$ cat src/design/sasf_cfg.svh
// offsets, field positions, reset values and counts of the converter block
`ifndef SASF_CFG_SVH
`define SASF_CFG_SVH

`define SASF_ADDR_W 3
`define SASF_DATA_W 8
`define SASF_RES_W 10
`define SASF_NUM_CH 10
`define SASF_CH_W 5

`define SASF_OFS_SCR 3'h0
`define SASF_OFS_HI 3'h1
`define SASF_OFS_LO 3'h2
`define SASF_OFS_CLK 3'h3

`define SASF_SCR_DONE 7
`define SASF_SCR_IRQEN 6
`define SASF_SCR_CONT 5
`define SASF_SCR_CH_MSB 4
`define SASF_CLK_RATIO_MSB 7
`define SASF_CLK_RATIO_LSB 5
`define SASF_CLK_SRC 4
`define SASF_CLK_FMT_HI 3
`define SASF_CLK_FMT_LO 2

`define SASF_SCR_RST 8'h1f
`define SASF_CLK_RST 8'h00
`define SASF_CH_OFF 5'h1f

`define SASF_FMT_LEFT 2'h0
`define SASF_FMT_RIGHT 2'h1
`define SASF_FMT_LSIGN 2'h2
`define SASF_FMT_TRUNC 2'h3

`define SASF_SRC_OSC 1'h0
`define SASF_SRC_BUS 1'h1

`define SASF_SAMPLE_TICKS 5'h07
`define SASF_CONV_TICKS 5'h11
`define SASF_PROBE_TOP 10'h200

`endif

$ cat src/design/sasf_pkg.sv
// types shared by the converter sequencer and formatter
`include "sasf_cfg.svh"
package sasf_pkg;
    typedef enum logic [2:0] {
        SASF_IDLE = 3'b001,
        SASF_SAMPLE = 3'b010,
        SASF_APPROX = 3'b100
    } sasf_state_e;

    typedef struct packed {
        logic [`SASF_ADDR_W-1:0] addr;
        logic [`SASF_DATA_W-1:0] wdata;
        logic wr;
        logic rd;
    } sasf_bus_s;

    typedef struct packed {
        logic [`SASF_DATA_W-1:0] hi;
        logic [`SASF_DATA_W-1:0] lo;
    } sasf_res_s;

    typedef struct packed {
        logic osc_q;
        logic [3:0] cnt;
        logic tick;
    } sasf_div_s;

    typedef struct packed {
        sasf_state_e st;
        logic [`SASF_CH_W-1:0] cyc;
        logic [`SASF_RES_W-1:0] sar;
        logic [`SASF_RES_W-1:0] probe;
        logic [`SASF_CH_W-1:0] ch;
        logic cont;
        logic irq_en;
        logic done;
        logic irq;
        logic first;
        logic [2:0] ratio;
        logic src;
        logic [1:0] fmt;
        logic lock;
        sasf_res_s res;
        logic [`SASF_DATA_W-1:0] rdata;
        logic [`SASF_RES_W-1:0] dac;
        logic smp;
        logic on;
        logic [`SASF_NUM_CH-1:0] pin_out;
        logic [`SASF_NUM_CH-1:0] pin_oe;
        logic [`SASF_NUM_CH-1:0] port_rd;
        logic [`SASF_NUM_CH-1:0] sel;
    } sasf_top_s;
endpackage

$ cat src/design/sasf_top.sv
// successive-approximation converter sequencer with register port
`timescale 1ns/100ps
`default_nettype none
module sasf_top
    import sasf_pkg::*;
(
    input wire logic core_clk, // bus clock, 125 MHz
    input wire logic reset, // synchronous, active high
    input wire sasf_bus_s bus, // register port request
    output logic [`SASF_DATA_W-1:0] rdata, // read data, cycle after rd
    input wire logic osc_clk, // oscillator_clock, sampled level
    input wire logic cmp_hi, // comparator: input at or above dac
    output logic [`SASF_RES_W-1:0] dac_code, // trial code to comparator
    output logic sample_en, // analog input sampling
    output logic conv_on, // converter powered
    output logic conv_irq, // end-of-conversion interrupt
    input wire logic [`SASF_NUM_CH-1:0] pin_in, // pin levels
    input wire logic [`SASF_NUM_CH-1:0] port_out, // port data register
    input wire logic [`SASF_NUM_CH-1:0] port_dir, // port direction register
    output logic [`SASF_NUM_CH-1:0] pin_out, // pin drive value
    output logic [`SASF_NUM_CH-1:0] pin_oe, // pin drive enable
    output logic [`SASF_NUM_CH-1:0] port_rd, // port read value
    output logic [`SASF_NUM_CH-1:0] ana_sel // selected_analog_input switch
);
    sasf_top_s s;
    sasf_top_s n;
    logic tick;
    logic conv_end;
    logic scr_wr;
    logic data_rd;
    logic interlock;
    logic [`SASF_RES_W-1:0] sar_fin;
    logic [`SASF_NUM_CH-1:0] sel_v;
    sasf_res_s fmt_res;
    logic [`SASF_CH_W-1:0] tk_r;

    // channel code to one-hot pin select; codes past the pins select none
    function automatic logic [`SASF_NUM_CH-1:0] chan_onehot(
        input logic [`SASF_CH_W-1:0] ch
    );
        logic [`SASF_NUM_CH-1:0] v;
        v = '0;
        for (int i = 0; i < `SASF_NUM_CH; i++)
        begin
            if (ch == i[`SASF_CH_W-1:0])
                v[i] = 1'b1;
        end
        return v;
    endfunction

    sasf_clkdiv u_div (
        .core_clk(core_clk),
        .reset(reset),
        .src_sel(s.src),
        .ratio(s.ratio),
        .osc_clk(osc_clk),
        .tick(tick)
    );

    sasf_fmt u_fmt (
        .code(sar_fin),
        .fmt(s.fmt),
        .res(fmt_res)
    );

    assign scr_wr = bus.wr && (bus.addr == `SASF_OFS_SCR);
    assign data_rd = bus.rd &&
        ((bus.addr == `SASF_OFS_HI) || (bus.addr == `SASF_OFS_LO));
    assign interlock = (s.fmt == `SASF_FMT_LEFT) ||
        (s.fmt == `SASF_FMT_LSIGN);
    // the comparator decides the bit under trial on this tick
    assign sar_fin = cmp_hi ? (s.sar | s.probe) : s.sar;
    assign conv_end = tick && (s.st == SASF_APPROX) &&
        (s.cyc == `SASF_CONV_TICKS - 5'h01);
    assign sel_v = chan_onehot(s.ch);

    always_comb
    begin
        n = s;
        n.rdata = 8'h00;
        if (bus.rd)
        begin
            case (bus.addr)
                `SASF_OFS_SCR: n.rdata = {s.done, s.irq_en, s.cont, s.ch};
                `SASF_OFS_HI: n.rdata = s.res.hi;
                `SASF_OFS_LO: n.rdata = s.res.lo;
                `SASF_OFS_CLK: n.rdata = {s.ratio, s.src, s.fmt, 2'b00};
                default: n.rdata = 8'h00;
            endcase
        end
        if (data_rd || scr_wr)
        begin
            n.done = 1'b0;
            n.irq = 1'b0;
        end
        // high read arms the lock in the left and left-signed formats, low read releases it
        if (bus.rd && bus.addr == `SASF_OFS_HI && interlock)
            n.lock = 1'b1;
        if (bus.rd && bus.addr == `SASF_OFS_LO)
            n.lock = 1'b0;
        if (bus.wr && bus.addr == `SASF_OFS_CLK)
        begin
            n.ratio = bus.wdata[`SASF_CLK_RATIO_MSB:`SASF_CLK_RATIO_LSB];
            n.src = bus.wdata[`SASF_CLK_SRC];
            n.fmt = bus.wdata[`SASF_CLK_FMT_HI:`SASF_CLK_FMT_LO];
        end
        unique case (s.st)
            SASF_IDLE:
            begin
                n.cyc = s.cyc;
            end
            SASF_SAMPLE:
            begin
                if (tick)
                begin
                    n.cyc = s.cyc + 5'h01;
                    if (n.cyc == `SASF_SAMPLE_TICKS)
                    begin
                        n.st = SASF_APPROX;
                        n.probe = `SASF_PROBE_TOP;
                    end
                end
            end
            SASF_APPROX:
            begin
                if (tick)
                begin
                    n.cyc = s.cyc + 5'h01;
                    n.sar = sar_fin;
                    n.probe = s.probe >> 1;
                end
                if (conv_end)
                begin
                    // a pending high/low read pair keeps the old result
                    if (!s.lock)
                        n.res = fmt_res;
                    n.first = 1'b0;
                    n.cyc = '0;
                    n.sar = '0;
                    n.probe = '0;
                    n.st = s.cont ? SASF_SAMPLE : SASF_IDLE;
                end
            end
        endcase
        if (scr_wr)
        begin
            n.ch = bus.wdata[`SASF_SCR_CH_MSB:0];
            n.cont = bus.wdata[`SASF_SCR_CONT];
            n.irq_en = bus.wdata[`SASF_SCR_IRQEN];
            n.cyc = '0;
            n.sar = '0;
            n.probe = '0;
            n.first = 1'b1;
            // any status/control register write abandons the running conversion
            n.st = (bus.wdata[`SASF_SCR_CH_MSB:0] == `SASF_CH_OFF) ?
                SASF_IDLE : SASF_SAMPLE;
        end
        // completion sets after any clear of the same cycle
        if (conv_end)
        begin
            if (s.irq_en)
                n.irq = 1'b1;
            else if (!s.cont || s.first)
                n.done = 1'b1;
        end
        n.sel = sel_v;
        n.pin_out = port_out & ~sel_v;
        n.pin_oe = port_dir & ~sel_v;
        n.port_rd = pin_in & ~sel_v;
        n.dac = n.sar | n.probe;
        n.smp = (n.st == SASF_SAMPLE);
        n.on = (n.ch != `SASF_CH_OFF);
    end

    always_ff @(posedge core_clk)
    begin
        if (reset)
        begin
            s <= '0;
            s.st <= SASF_IDLE;
            s.ch <= `SASF_CH_OFF;
            s.ratio <= 3'(`SASF_CLK_RST >> `SASF_CLK_RATIO_LSB);
            s.src <= `SASF_SRC_OSC;
            s.fmt <= `SASF_FMT_LEFT;
        end
        else
        begin
            s <= n;
        end
    end

    // tick count since start, watched by the length check only
    always_ff @(posedge core_clk)
    begin
        if (reset || scr_wr || conv_end)
            tk_r <= '0;
        else if (tick && s.st != SASF_IDLE)
            tk_r <= tk_r + 5'h01;
    end

    assign rdata = s.rdata;
    assign dac_code = s.dac;
    assign sample_en = s.smp;
    assign conv_on = s.on;
    assign conv_irq = s.irq;
    assign pin_out = s.pin_out;
    assign pin_oe = s.pin_oe;
    assign port_rd = s.port_rd;
    assign ana_sel = s.sel;

    property p_sel_no_drive;
        @(posedge core_clk) disable iff (reset)
        (ana_sel & pin_oe) == '0;
    endproperty
    a_sel_no_drive: assert property (p_sel_no_drive)
        else $error("selected pin still driven by port");

    property p_sel_read_zero;
        @(posedge core_clk) disable iff (reset)
        (ana_sel & port_rd) == '0;
    endproperty
    a_sel_read_zero: assert property (p_sel_read_zero)
        else $error("selected pin reads nonzero");

    property p_free_pins;
        @(posedge core_clk) disable iff (reset)
        !$past(reset) |-> pin_oe == ($past(port_dir) & ~ana_sel);
    endproperty
    a_free_pins: assert property (p_free_pins)
        else $error("unselected pin not under port control");

    property p_start;
        @(posedge core_clk) disable iff (reset)
        scr_wr && bus.wdata[`SASF_SCR_CH_MSB:0] != `SASF_CH_OFF
        |=> s.st == SASF_SAMPLE && s.cyc == 5'h00;
    endproperty
    a_start: assert property (p_start)
        else $error("write did not restart conversion");

    property p_power_down;
        @(posedge core_clk) disable iff (reset)
        scr_wr && bus.wdata[`SASF_SCR_CH_MSB:0] == `SASF_CH_OFF
        |=> s.st == SASF_IDLE && !conv_on ##1 ana_sel == '0;
    endproperty
    a_power_down: assert property (p_power_down)
        else $error("all-ones channel did not power down");

    property p_length;
        @(posedge core_clk) disable iff (reset)
        conv_end |-> tk_r == `SASF_CONV_TICKS - 5'h01;
    endproperty
    a_length: assert property (p_length)
        else $error("conversion length wrong");

    property p_done_set;
        @(posedge core_clk) disable iff (reset)
        conv_end && !s.irq_en && !s.cont |=> s.done && !conv_irq;
    endproperty
    a_done_set: assert property (p_done_set)
        else $error("single conversion did not set done");

    property p_irq_set;
        @(posedge core_clk) disable iff (reset)
        conv_end && s.irq_en |=> conv_irq && !s.done;
    endproperty
    a_irq_set: assert property (p_irq_set)
        else $error("interrupt missing at end");

    property p_lock_hold;
        @(posedge core_clk) disable iff (reset)
        conv_end && s.lock |=> $stable(s.res);
    endproperty
    a_lock_hold: assert property (p_lock_hold)
        else $error("locked result overwritten");

    property p_result_load;
        @(posedge core_clk) disable iff (reset)
        conv_end && !s.lock |=> s.res == $past(fmt_res);
    endproperty
    a_result_load: assert property (p_result_load)
        else $error("finished result not stored");

    property p_cont_repeat;
        @(posedge core_clk) disable iff (reset)
        conv_end && s.cont && !scr_wr
        |=> s.st == SASF_SAMPLE && s.cyc == 5'h00;
    endproperty
    a_cont_repeat: assert property (p_cont_repeat)
        else $error("continuous conversion did not restart");

    property p_single_stop;
        @(posedge core_clk) disable iff (reset)
        conv_end && !s.cont && !scr_wr |=> s.st == SASF_IDLE;
    endproperty
    a_single_stop: assert property (p_single_stop)
        else $error("single conversion kept running");

    property p_done_hold;
        @(posedge core_clk) disable iff (reset)
        s.done && !data_rd && !scr_wr |=> s.done;
    endproperty
    a_done_hold: assert property (p_done_hold)
        else $error("done flag dropped without read or write");

    property p_flag_clear;
        @(posedge core_clk) disable iff (reset)
        (data_rd || scr_wr) && !conv_end |=> !s.done && !conv_irq;
    endproperty
    a_flag_clear: assert property (p_flag_clear)
        else $error("flags not cleared by read or write");

    property p_idle_quiet;
        @(posedge core_clk) disable iff (reset)
        s.st == SASF_IDLE && !scr_wr |=> s.st == SASF_IDLE;
    endproperty
    a_idle_quiet: assert property (p_idle_quiet)
        else $error("conversion began without a write");

    property p_trunc_free;
        @(posedge core_clk) disable iff (reset)
        !interlock && !s.lock |=> !s.lock;
    endproperty
    a_trunc_free: assert property (p_trunc_free)
        else $error("lock armed in a format without interlock");
endmodule // sasf_top
`default_nettype wire

$ cat src/design/sasf_clkdiv.sv
// converter clock tick: source select and power-of-two prescaler
`timescale 1ns/100ps
`default_nettype none
module sasf_clkdiv
    import sasf_pkg::*;
(
    input wire logic core_clk, // bus clock
    input wire logic reset, // synchronous, active high
    input wire logic src_sel, // 1 bus clock, 0 oscillator
    input wire logic [2:0] ratio, // divide by 2**ratio, 16 at most
    input wire logic osc_clk, // oscillator_clock level
    output logic tick // one-cycle converter clock event
);
    sasf_div_s s;
    sasf_div_s n;
    logic ev;
    logic [3:0] mask;

    always_comb
    begin
        n = s;
        // oscillator edges are counted in the bus domain
        ev = (src_sel == `SASF_SRC_BUS) ? 1'b1 : (osc_clk & ~s.osc_q);
        case (ratio)
            3'h0: mask = 4'h0;
            3'h1: mask = 4'h1;
            3'h2: mask = 4'h3;
            3'h3: mask = 4'h7;
            default: mask = 4'hf;
        endcase
        n.osc_q = osc_clk;
        n.cnt = ev ? s.cnt + 4'h1 : s.cnt;
        // free running, never restarted: a start lands mid-cycle
        n.tick = ev && ((s.cnt & mask) == mask);
    end

    always_ff @(posedge core_clk)
    begin
        if (reset)
            s <= '0;
        else
            s <= n;
    end

    assign tick = s.tick;
endmodule // sasf_clkdiv
`default_nettype wire

$ cat src/design/sasf_fmt.sv
// result formatter: four layouts of the 10-bit code into two bytes
`timescale 1ns/100ps
`default_nettype none
module sasf_fmt
    import sasf_pkg::*;
(
    input wire logic [`SASF_RES_W-1:0] code, // raw converter code
    input wire logic [1:0] fmt, // format_select_high/low
    output sasf_res_s res // high and low data bytes
);
    always_comb
    begin
        unique case (fmt)
            `SASF_FMT_LEFT:
            begin
                res.hi = code[9:2];
                res.lo = {code[1:0], 6'h00};
            end
            `SASF_FMT_RIGHT:
            begin
                res.hi = {6'h00, code[9:8]};
                res.lo = code[7:0];
            end
            `SASF_FMT_LSIGN:
            begin
                res.hi = {~code[9], code[8:2]};
                res.lo = {code[1:0], 6'h00};
            end
            `SASF_FMT_TRUNC:
            begin
                res.hi = 8'h00;
                res.lo = code[9:2];
            end
        endcase
    end
endmodule // sasf_fmt
`default_nettype wire

$ cat config.mk
export PLATFORM = sky130hd
export DESIGN_NAME = sasf_top
export DESIGN_NICKNAME = d
export VERILOG_FILES = /design/src/design/sasf_pkg.sv /design/src/design/sasf_top.sv /design/src/design/sasf_clkdiv.sv /design/src/design/sasf_fmt.sv
export VERILOG_INCLUDE_DIRS = /design/src /design/src/design
export SDC_FILE = /design/constraint.sdc
export NUM_CORES = 1
export LEC_CHECK = 0
export BUFFER_PORTS_ARGS = -buffer_cell sky130_fd_sc_hd__buf_4
export CELL_PAD_IN_SITES_DETAIL_PLACEMENT = 0
export CELL_PAD_IN_SITES_GLOBAL_PLACEMENT = 1
export CORE_MARGIN = 1
export CORE_UTILIZATION = 42
export CTS_CLUSTER_DIAMETER = 30
export DETAILED_ROUTE_END_ITERATION = 16
export PLACE_DENSITY_LB_ADDON = 0.1
export REMOVE_ABC_BUFFERS = 1
export SYNTH_ARGS = -nofsm -noshare
export SYNTH_HDL_FRONTEND = slang
export SYNTH_SLANG_ARGS = --single-unit
$ cat constraint.sdc
create_clock -name core_clk -period 3.5 [get_ports core_clk]
set_input_delay 0.7 -clock core_clk [delete_from_list [all_inputs] [get_ports core_clk]]
set_output_delay 0.7 -clock core_clk [all_outputs]
set_load 0.02 [all_outputs]
==> results of run 1 <==
==> final timing paths <==
kind,to,slack [ps]
setup / recovery,s[67],850
hold / removal,s[62],460
setup reg to reg,s[67],850
hold reg to reg,s[62],460
==> final cells by class <==
class | instances | area, um^2 | area share
sequential | 127 | 2540 | 0.394
multi-input combinational | 346 | 2150 | 0.333
timing repair buffer | 111 | 833 | 0.129
clock buffer | 22 | 484 | 0.0750
tap | 168 | 210 | 0.0326
clock inverter | 10 | 205 | 0.0318
inverter | 8 | 30.0 | 0.00465
==> power by group <==
part | total, mW | switching [mW] | internal (mW)
combinational | 0.204 | 0.107 | 0.0966
sequential | 1.50 | 0.0223 | 1.48
clock | 2.04 | 0.629 | 1.41
==> tightest hold or removal path, cell delays in order, from the launching register on <==
cell,delay [ps]
dfxtp_1,310
nand2_1,50
a21oi_1,50
==> synthesized netlist by cell type, drive strengths merged (4+ instances only) <==
| master | count |
|---|---|
| clkbuf | 18 |
| o21ai | 15 |
| a31oi | 5 |
| a22o | 9 |
| and3 | 4 |
| a21o | 4 |
| nand3 | 11 |
| ha | 4 |
| and2 | 36 |
| nor3b | 7 |
| a221o | 9 |
| nand2 | 34 |
| mux2i | 28 |
| inv | 8 |
| a21oi | 42 |
| dfxtp | 127 |
| o22ai | 5 |
| nand2b | 4 |
| nor2 | 61 |
| buf | 68 |
| nor3 | 27 |
==> flip-flops by register name, summed over array words and instances (netlist names) <==
signal and cells:
pin_oe 10, conv_on 1, pin_out 10, rdata 8
ana_sel 10, port_rd 10, s 60, dac_code 10
u_div.s 5, u_div.tick 1, sample_en 1, conv_irq 1
==> cell families after synthesis <==
kind of cell | count (synthesis) | synth area share
xor+xnor | 6 | 0.00992
compound gates | 106 | 0.130
flops | 127 | 0.480
mux | 29 | 0.0572
simple gates | 201 | 0.198
fa+ha+maj | 4 | 0.00945
buf+inv | 94 | 0.116
==> metal layers <==
metal | track usage | up-vias
met5 | 0 | -
met1 | 0.261 | 1875
met4 | 0.0848 | 0
met2 | 0.293 | 113
met3 | 0.0455 | 17
li1 | - | 1992
==> stage by stage <==
step / cell area, um^2 / util / std cells / power [mW] / hold slack [ps]
after global placement: 5760 / 0.474 / 760 / 1.73 / 453
after detailed placement: 5760 / 0.474 / 760 / 1.73 / 453
final: 6450 / 0.531 / 792 / 3.74 / 462
after CTS: 6450 / 0.531 / 792 / 3.77 / 460
after floorplan: 4710 / - / 481 / 1.62 / 425
after global routing: 6450 / 0.531 / 792 / 3.86 / 471
==> flow_summary.yaml, run 1 <==
status:
  outcome: "complete, no violations"
final_layout:
  layout-drive-gt1-share: 0.244
  final_common_cell: "dfxtp_1"
  final_cell_mix: "dfxtp_1 (127), buf_4 (111), nor2_1 (60)"
  synthToLayoutAreaGrowth_pct: 21.8
  fillCellCount: 1159
  antenna_cells: 0
  fin_nets: 662
timing:
  period_needed_ps: 2650
  period_share: 0.758
  setup_viol: 0
  hold_viol: 0
  slew_headroom: 0.271
  rsz0062_at_grt: "false"
  finalClockSkew_ps: 4.80
  fmax_ghz: 0.377
  tns_ps: 0
  layout_setup_ws_ps: 847
  tightest_slew_ps: 1090
  drv_slew: 0
die:
  initial_utilization: 0.436
  coreArea_um2: 12200
  die_h_um: 114
  num_rows: 40
  io-pin-count: 108
  dieArea_um2: 13100
  dieWidth_um: 114
synthesis:
  ys_warn_count: 0
  synth-seq-area-share: 0.480
  synth_area_leader_cell: "dfxtp_1"
  synth_ff_type: "dfxtp_1"
  syn_area_per_cell_um2: 9.34
  synthCells: 567
  yosys.area.top_type_share: 0.480
  synth-edff-count: 0
  synth.distinct_cells: 53
  synth.top_cells.by_area: "dfxtp_1 (48%), buf_4 (8.4%), mux2i_1 (5.3%)"
  synth-seq-cells: 127
  syn_area_um2: 5300
  synthArstFlopShare: 0
clock_tree:
  clk_pin_slew_ps: 50
  clock_path_buffers: 2
  ctsResizeCount: 0
  cts_setup_buffers: 0
  cts_made_buffers: 17
  cts.sinks: 127
  clkLatencyLatePin_ps: 420
  ctsHoldBuffers: 0
  cts-htree-levels: 4
  root_buffer: "clkbuf_16"
  cts_tree: "yes"
worst_setup_path:
  cp_cell_sequence: "inv_1, ha_1, nor4bb_1, nand3b_1, a211oi_1, nor3_1"
  end_kind: "flop"
  crit_required_ps: 3780
  start_kind: "flop"
  cp_num_cells: 6
  cp.arrival_ps: 2930
  cp_max_fo: 22
  path_delay_family: "simple AND/OR/NAND/NOR gates"
  slowest_stage: "nand3b_1"
  crit_start: "s[113]"
  r2r_start: "s[113]"
  path_buf_inv: 1
  ff2ff_path_depth: 6
  critPathMaxStageDelay_ps: 750
  crit_type: "reg2reg"
power:
  p_per_area_nw_per_um2: 579
  p_leak_nw: 2.74
  ir_worst_vdd_v: 0.000292
hold_path:
  min-delay-start: "s[62]"
  hold_class: "reg2reg"
  hold_depth: 2
route:
  dr.pass1.iters: 4
  drt_iter0_drc: 236
  drc: 0
  routed_wl_um: 12100
  via_per_inst: 5.05
  vias: 3997
  met2_length_um: 5480
  wire_per_inst_um: 15.3
  ant_nets: 0
  wl_met3_um: 549
  maxUsedRoutingLayer: "met4"
  met1_length_um: 5900
placement:
  hpwl_um: 8540
  finalWeightedCongestion: 0.836
  pre_cts_slack_ps: 537
  io_buffers: 107
global_routing:
  grt_pass1_wl_um: 19300
  overflow: 0
  antenna_found_initial: 0
  grt_pass1_vias: 3757
  grt_usage: 0.193
  grt_max_degree: 50
flow_run:
  maxCapViolCount: 0
(Power assumes the default switching activity.)
==> inputs of run 2 (changes only) <==
--- a/config.mk
+++ b/config.mk
@@ -6,11 +6,12 @@
 export SDC_FILE = /design/constraint.sdc
 export NUM_CORES = 1
 export LEC_CHECK = 0
+export ABC_AREA = 1
 export BUFFER_PORTS_ARGS = -buffer_cell sky130_fd_sc_hd__buf_4
 export CELL_PAD_IN_SITES_DETAIL_PLACEMENT = 0
 export CELL_PAD_IN_SITES_GLOBAL_PLACEMENT = 1
 export CORE_MARGIN = 1
-export CORE_UTILIZATION = 42
+export CORE_UTILIZATION = 40
 export CTS_CLUSTER_DIAMETER = 30
 export DETAILED_ROUTE_END_ITERATION = 16
 export PLACE_DENSITY_LB_ADDON = 0.1
==> constraint.sdc (replaced) <==
create_clock -name core_clk -period 2.6 [get_ports core_clk]
set_input_delay 0.52 -clock core_clk [delete_from_list [all_inputs] [get_ports core_clk]]
set_output_delay 0.52 -clock core_clk [all_outputs]
set_load 0.02 [all_outputs]
==> run 2 against run 1 <==
  * Setup slack lost 64 ps
  * Power grew 30%
  * Clock skew grew 2.1 ps
  * Combinational power grew 49%
  * Final cell count grew 18%
  * Sequential power grew 34%
  * Critical path type unchanged
  * Highest routed layer unchanged
==> flow_summary.yaml, run 2 <==
worst_setup_path:
  cpMostUsedCell: "nand2_1"
  r2r_start: "s[114]"
  path_delay_family: "simple AND/OR/NAND/NOR gates"
  critPathMaxStageDelay_ps: 420
  r2r_slack_ps: 780
  cp_cell_sequence: "ha_1, nand3_1, nand2_1, nand2_1, nand3_1, nand2_1, o21ai_0, nand2_1, nand2_1"
  path_buf_inv: 0
  cp_max_fo: 10
  crit_start: "s[114]"
  crit_required_ps: 2950
  end_kind: "flop"
  cp.arrival_ps: 2170
  slowest_stage: "dfxtp_1"
  start_kind: "flop"
  crit_type: "reg2reg"
route:
  routed_wl_um: 12500
  ant_nets: 0
  wire_per_inst_um: 13.3
  vias: 4376
  dr.pass1.iters: 5
  drt_iter0_drc: 231
  via_per_inst: 4.67
  drc: 0
synthesis:
  synth-seq-area-share: 0.464
  synth_ff_type: "dfxtp_1"
  synth_area_leader_cell: "dfxtp_1"
  synth-edff-count: 0
  syn_area_per_cell_um2: 7.84
  synth-seq-cells: 127
  synth.most_common_cell: "dfxtp_1"
  ys_warn_count: 0
  yosys.area.top_type_share: 0.464
  synth_top_cells_by_count: "dfxtp_1 (127), nand2_1 (106), inv_1 (96)"
  synth.top_cells.by_area: "dfxtp_1 (46%), buf_4 (8.2%), nand2_1 (7.3%)"
  synth.distinct_cells: 36
  synthArstFlopShare: 0
  synthCells: 699
  syn_area_um2: 5480
die:
  die_h_um: 119
  initial_utilization: 0.412
  dieArea_um2: 14200
  num_rows: 42
  dieWidth_um: 119
  coreArea_um2: 13300
  io-pin-count: 108
final_layout:
  instances_no_fill: 938
  final_cell_mix: "dfxtp_1 (127), buf_4 (110), nand2_1 (106)"
  layout-drive-gt1-share: 0.231
  synthToLayoutAreaGrowth_pct: 20.9
  antenna_cells: 0
  top_register: "s"
  largest_register_ffs: 60
  fin_nets: 800
  final_common_cell: "dfxtp_1"
placement:
  io_buffers: 107
  dpl.cell_count: 906
  finalWeightedCongestion: 0.788
  hpwl_um: 9300
clock_tree:
  cts_made_buffers: 17
  cts_tree: "yes"
  cts_setup_buffers: 0
  ctsResizeCount: 0
  cts.sinks: 127
  clock_path_buffers: 2
  clk_pin_slew_ps: 60
  ctsHoldBuffers: 0
  cts-htree-levels: 4
  clkLatencyLatePin_ps: 410
  root_buffer: "clkbuf_16"
global_routing:
  grt_max_degree: 35
  grt_pass1_wl_um: 20500
  antenna_found_initial: 0
  grt_usage: 0.185
  grt_pass1_vias: 4250
  overflow: 0
timing:
  drv_slew: 0
  tightest_slew_ps: 600
  period_needed_ps: 1820
  setup_viol: 0
  period_share: 0.699
  finalClockSkew_ps: 6.90
  rsz0062_at_grt: "false"
  fmax_ghz: 0.551
  hold_viol: 0
  tns_ps: 0
  slew_headroom: 0.596
flow_run:
  maxCapViolCount: 0
power:
  swShare: 0.211
  p_leak_nw: 3.08
  p_seq_frac: 0.412
  pwr-share-comb: 0.062
  ir_worst_vdd_v: 0.000408
  power.internal_mw: 3.85
  p_per_area_nw_per_um2: 737
  power.share.clock: 0.526
  p_switching_mw: 1.03
hold_path:
  min-delay-start: "port_dir[2]"
  hold_class: "in2reg"
status:
  outcome: "complete, no violations"
run 2: per-stage QoR:
step	util	total power [mW]	worst slack (ps)	area, um^2	hold WS, ps
finish	0.498	4.88	784	6620	315
global route	0.498	5.06	569	6620	311
CTS	0.498	4.94	796	6620	299
detailed placement	0.449	2.36	636	5970	451
global placement	0.449	2.35	646	5970	449
floorplan	-	2.20	463	4920	404
run 2: metal layers:
layer / part of all wire / up-vias / global-route usage
li1: - / 2292 / -
met1: 0.46 / 1950 / 0.228
met2: 0.47 / 118 / 0.302
met3: 0.048 / 16 / 0.0426
met4: 0.020 / 0 / 0.0918
met5: 0 / - / 0
run 2: logic make-up (layout without fill, tap and decap cells):
group | Yosys count | count (layout) | share of synthesized area
compound gates | 134 | 134 | 0.146
flops | 127 | 127 | 0.464
simple gates | 249 | 249 | 0.206
xor+xnor | 1 | 1 | 0.00160
fa+ha+maj | 4 | 4 | 0.00914
buf+inv | 184 | 247 | 0.173
run 2: worst paths after layout:
kind / endpoint / depth (start not counted)
setup / recovery: dac_code[0] / 9
hold / removal: pin_oe[2] / 3
setup reg to reg: dac_code[0] / 9
hold reg to reg: s[64] / 2
run 2: cell type report:
type                            count  area [um^2]
Inverter                          105          394
Timing Repair Buffer              110          826
Clock inverter                      8          151
Multi-Input combinational cell    388         1990
Clock buffer                       24          502
Sequential cell                   127         2540
Fill cell                        1329         6670
Tap cell                          176          220
run 2: tightest hold or removal path: stages:
cell	delay, ps
buf_4	80
nand3_1	60
inv_1	50
run 2: power groups by stage:
| stage | clock network [mW] | registers (mW) | logic [mW] |
|---|---|---|---|
| after floorplan | 0 | 2.09 | 0.112 |
| after global placement | 0 | 2.05 | 0.301 |
| after detailed placement | 0 | 2.05 | 0.305 |
| after CTS | 2.62 | 2.01 | 0.306 |
| after global routing | 2.71 | 2.02 | 0.333 |
| final | 2.56 | 2.01 | 0.303 |
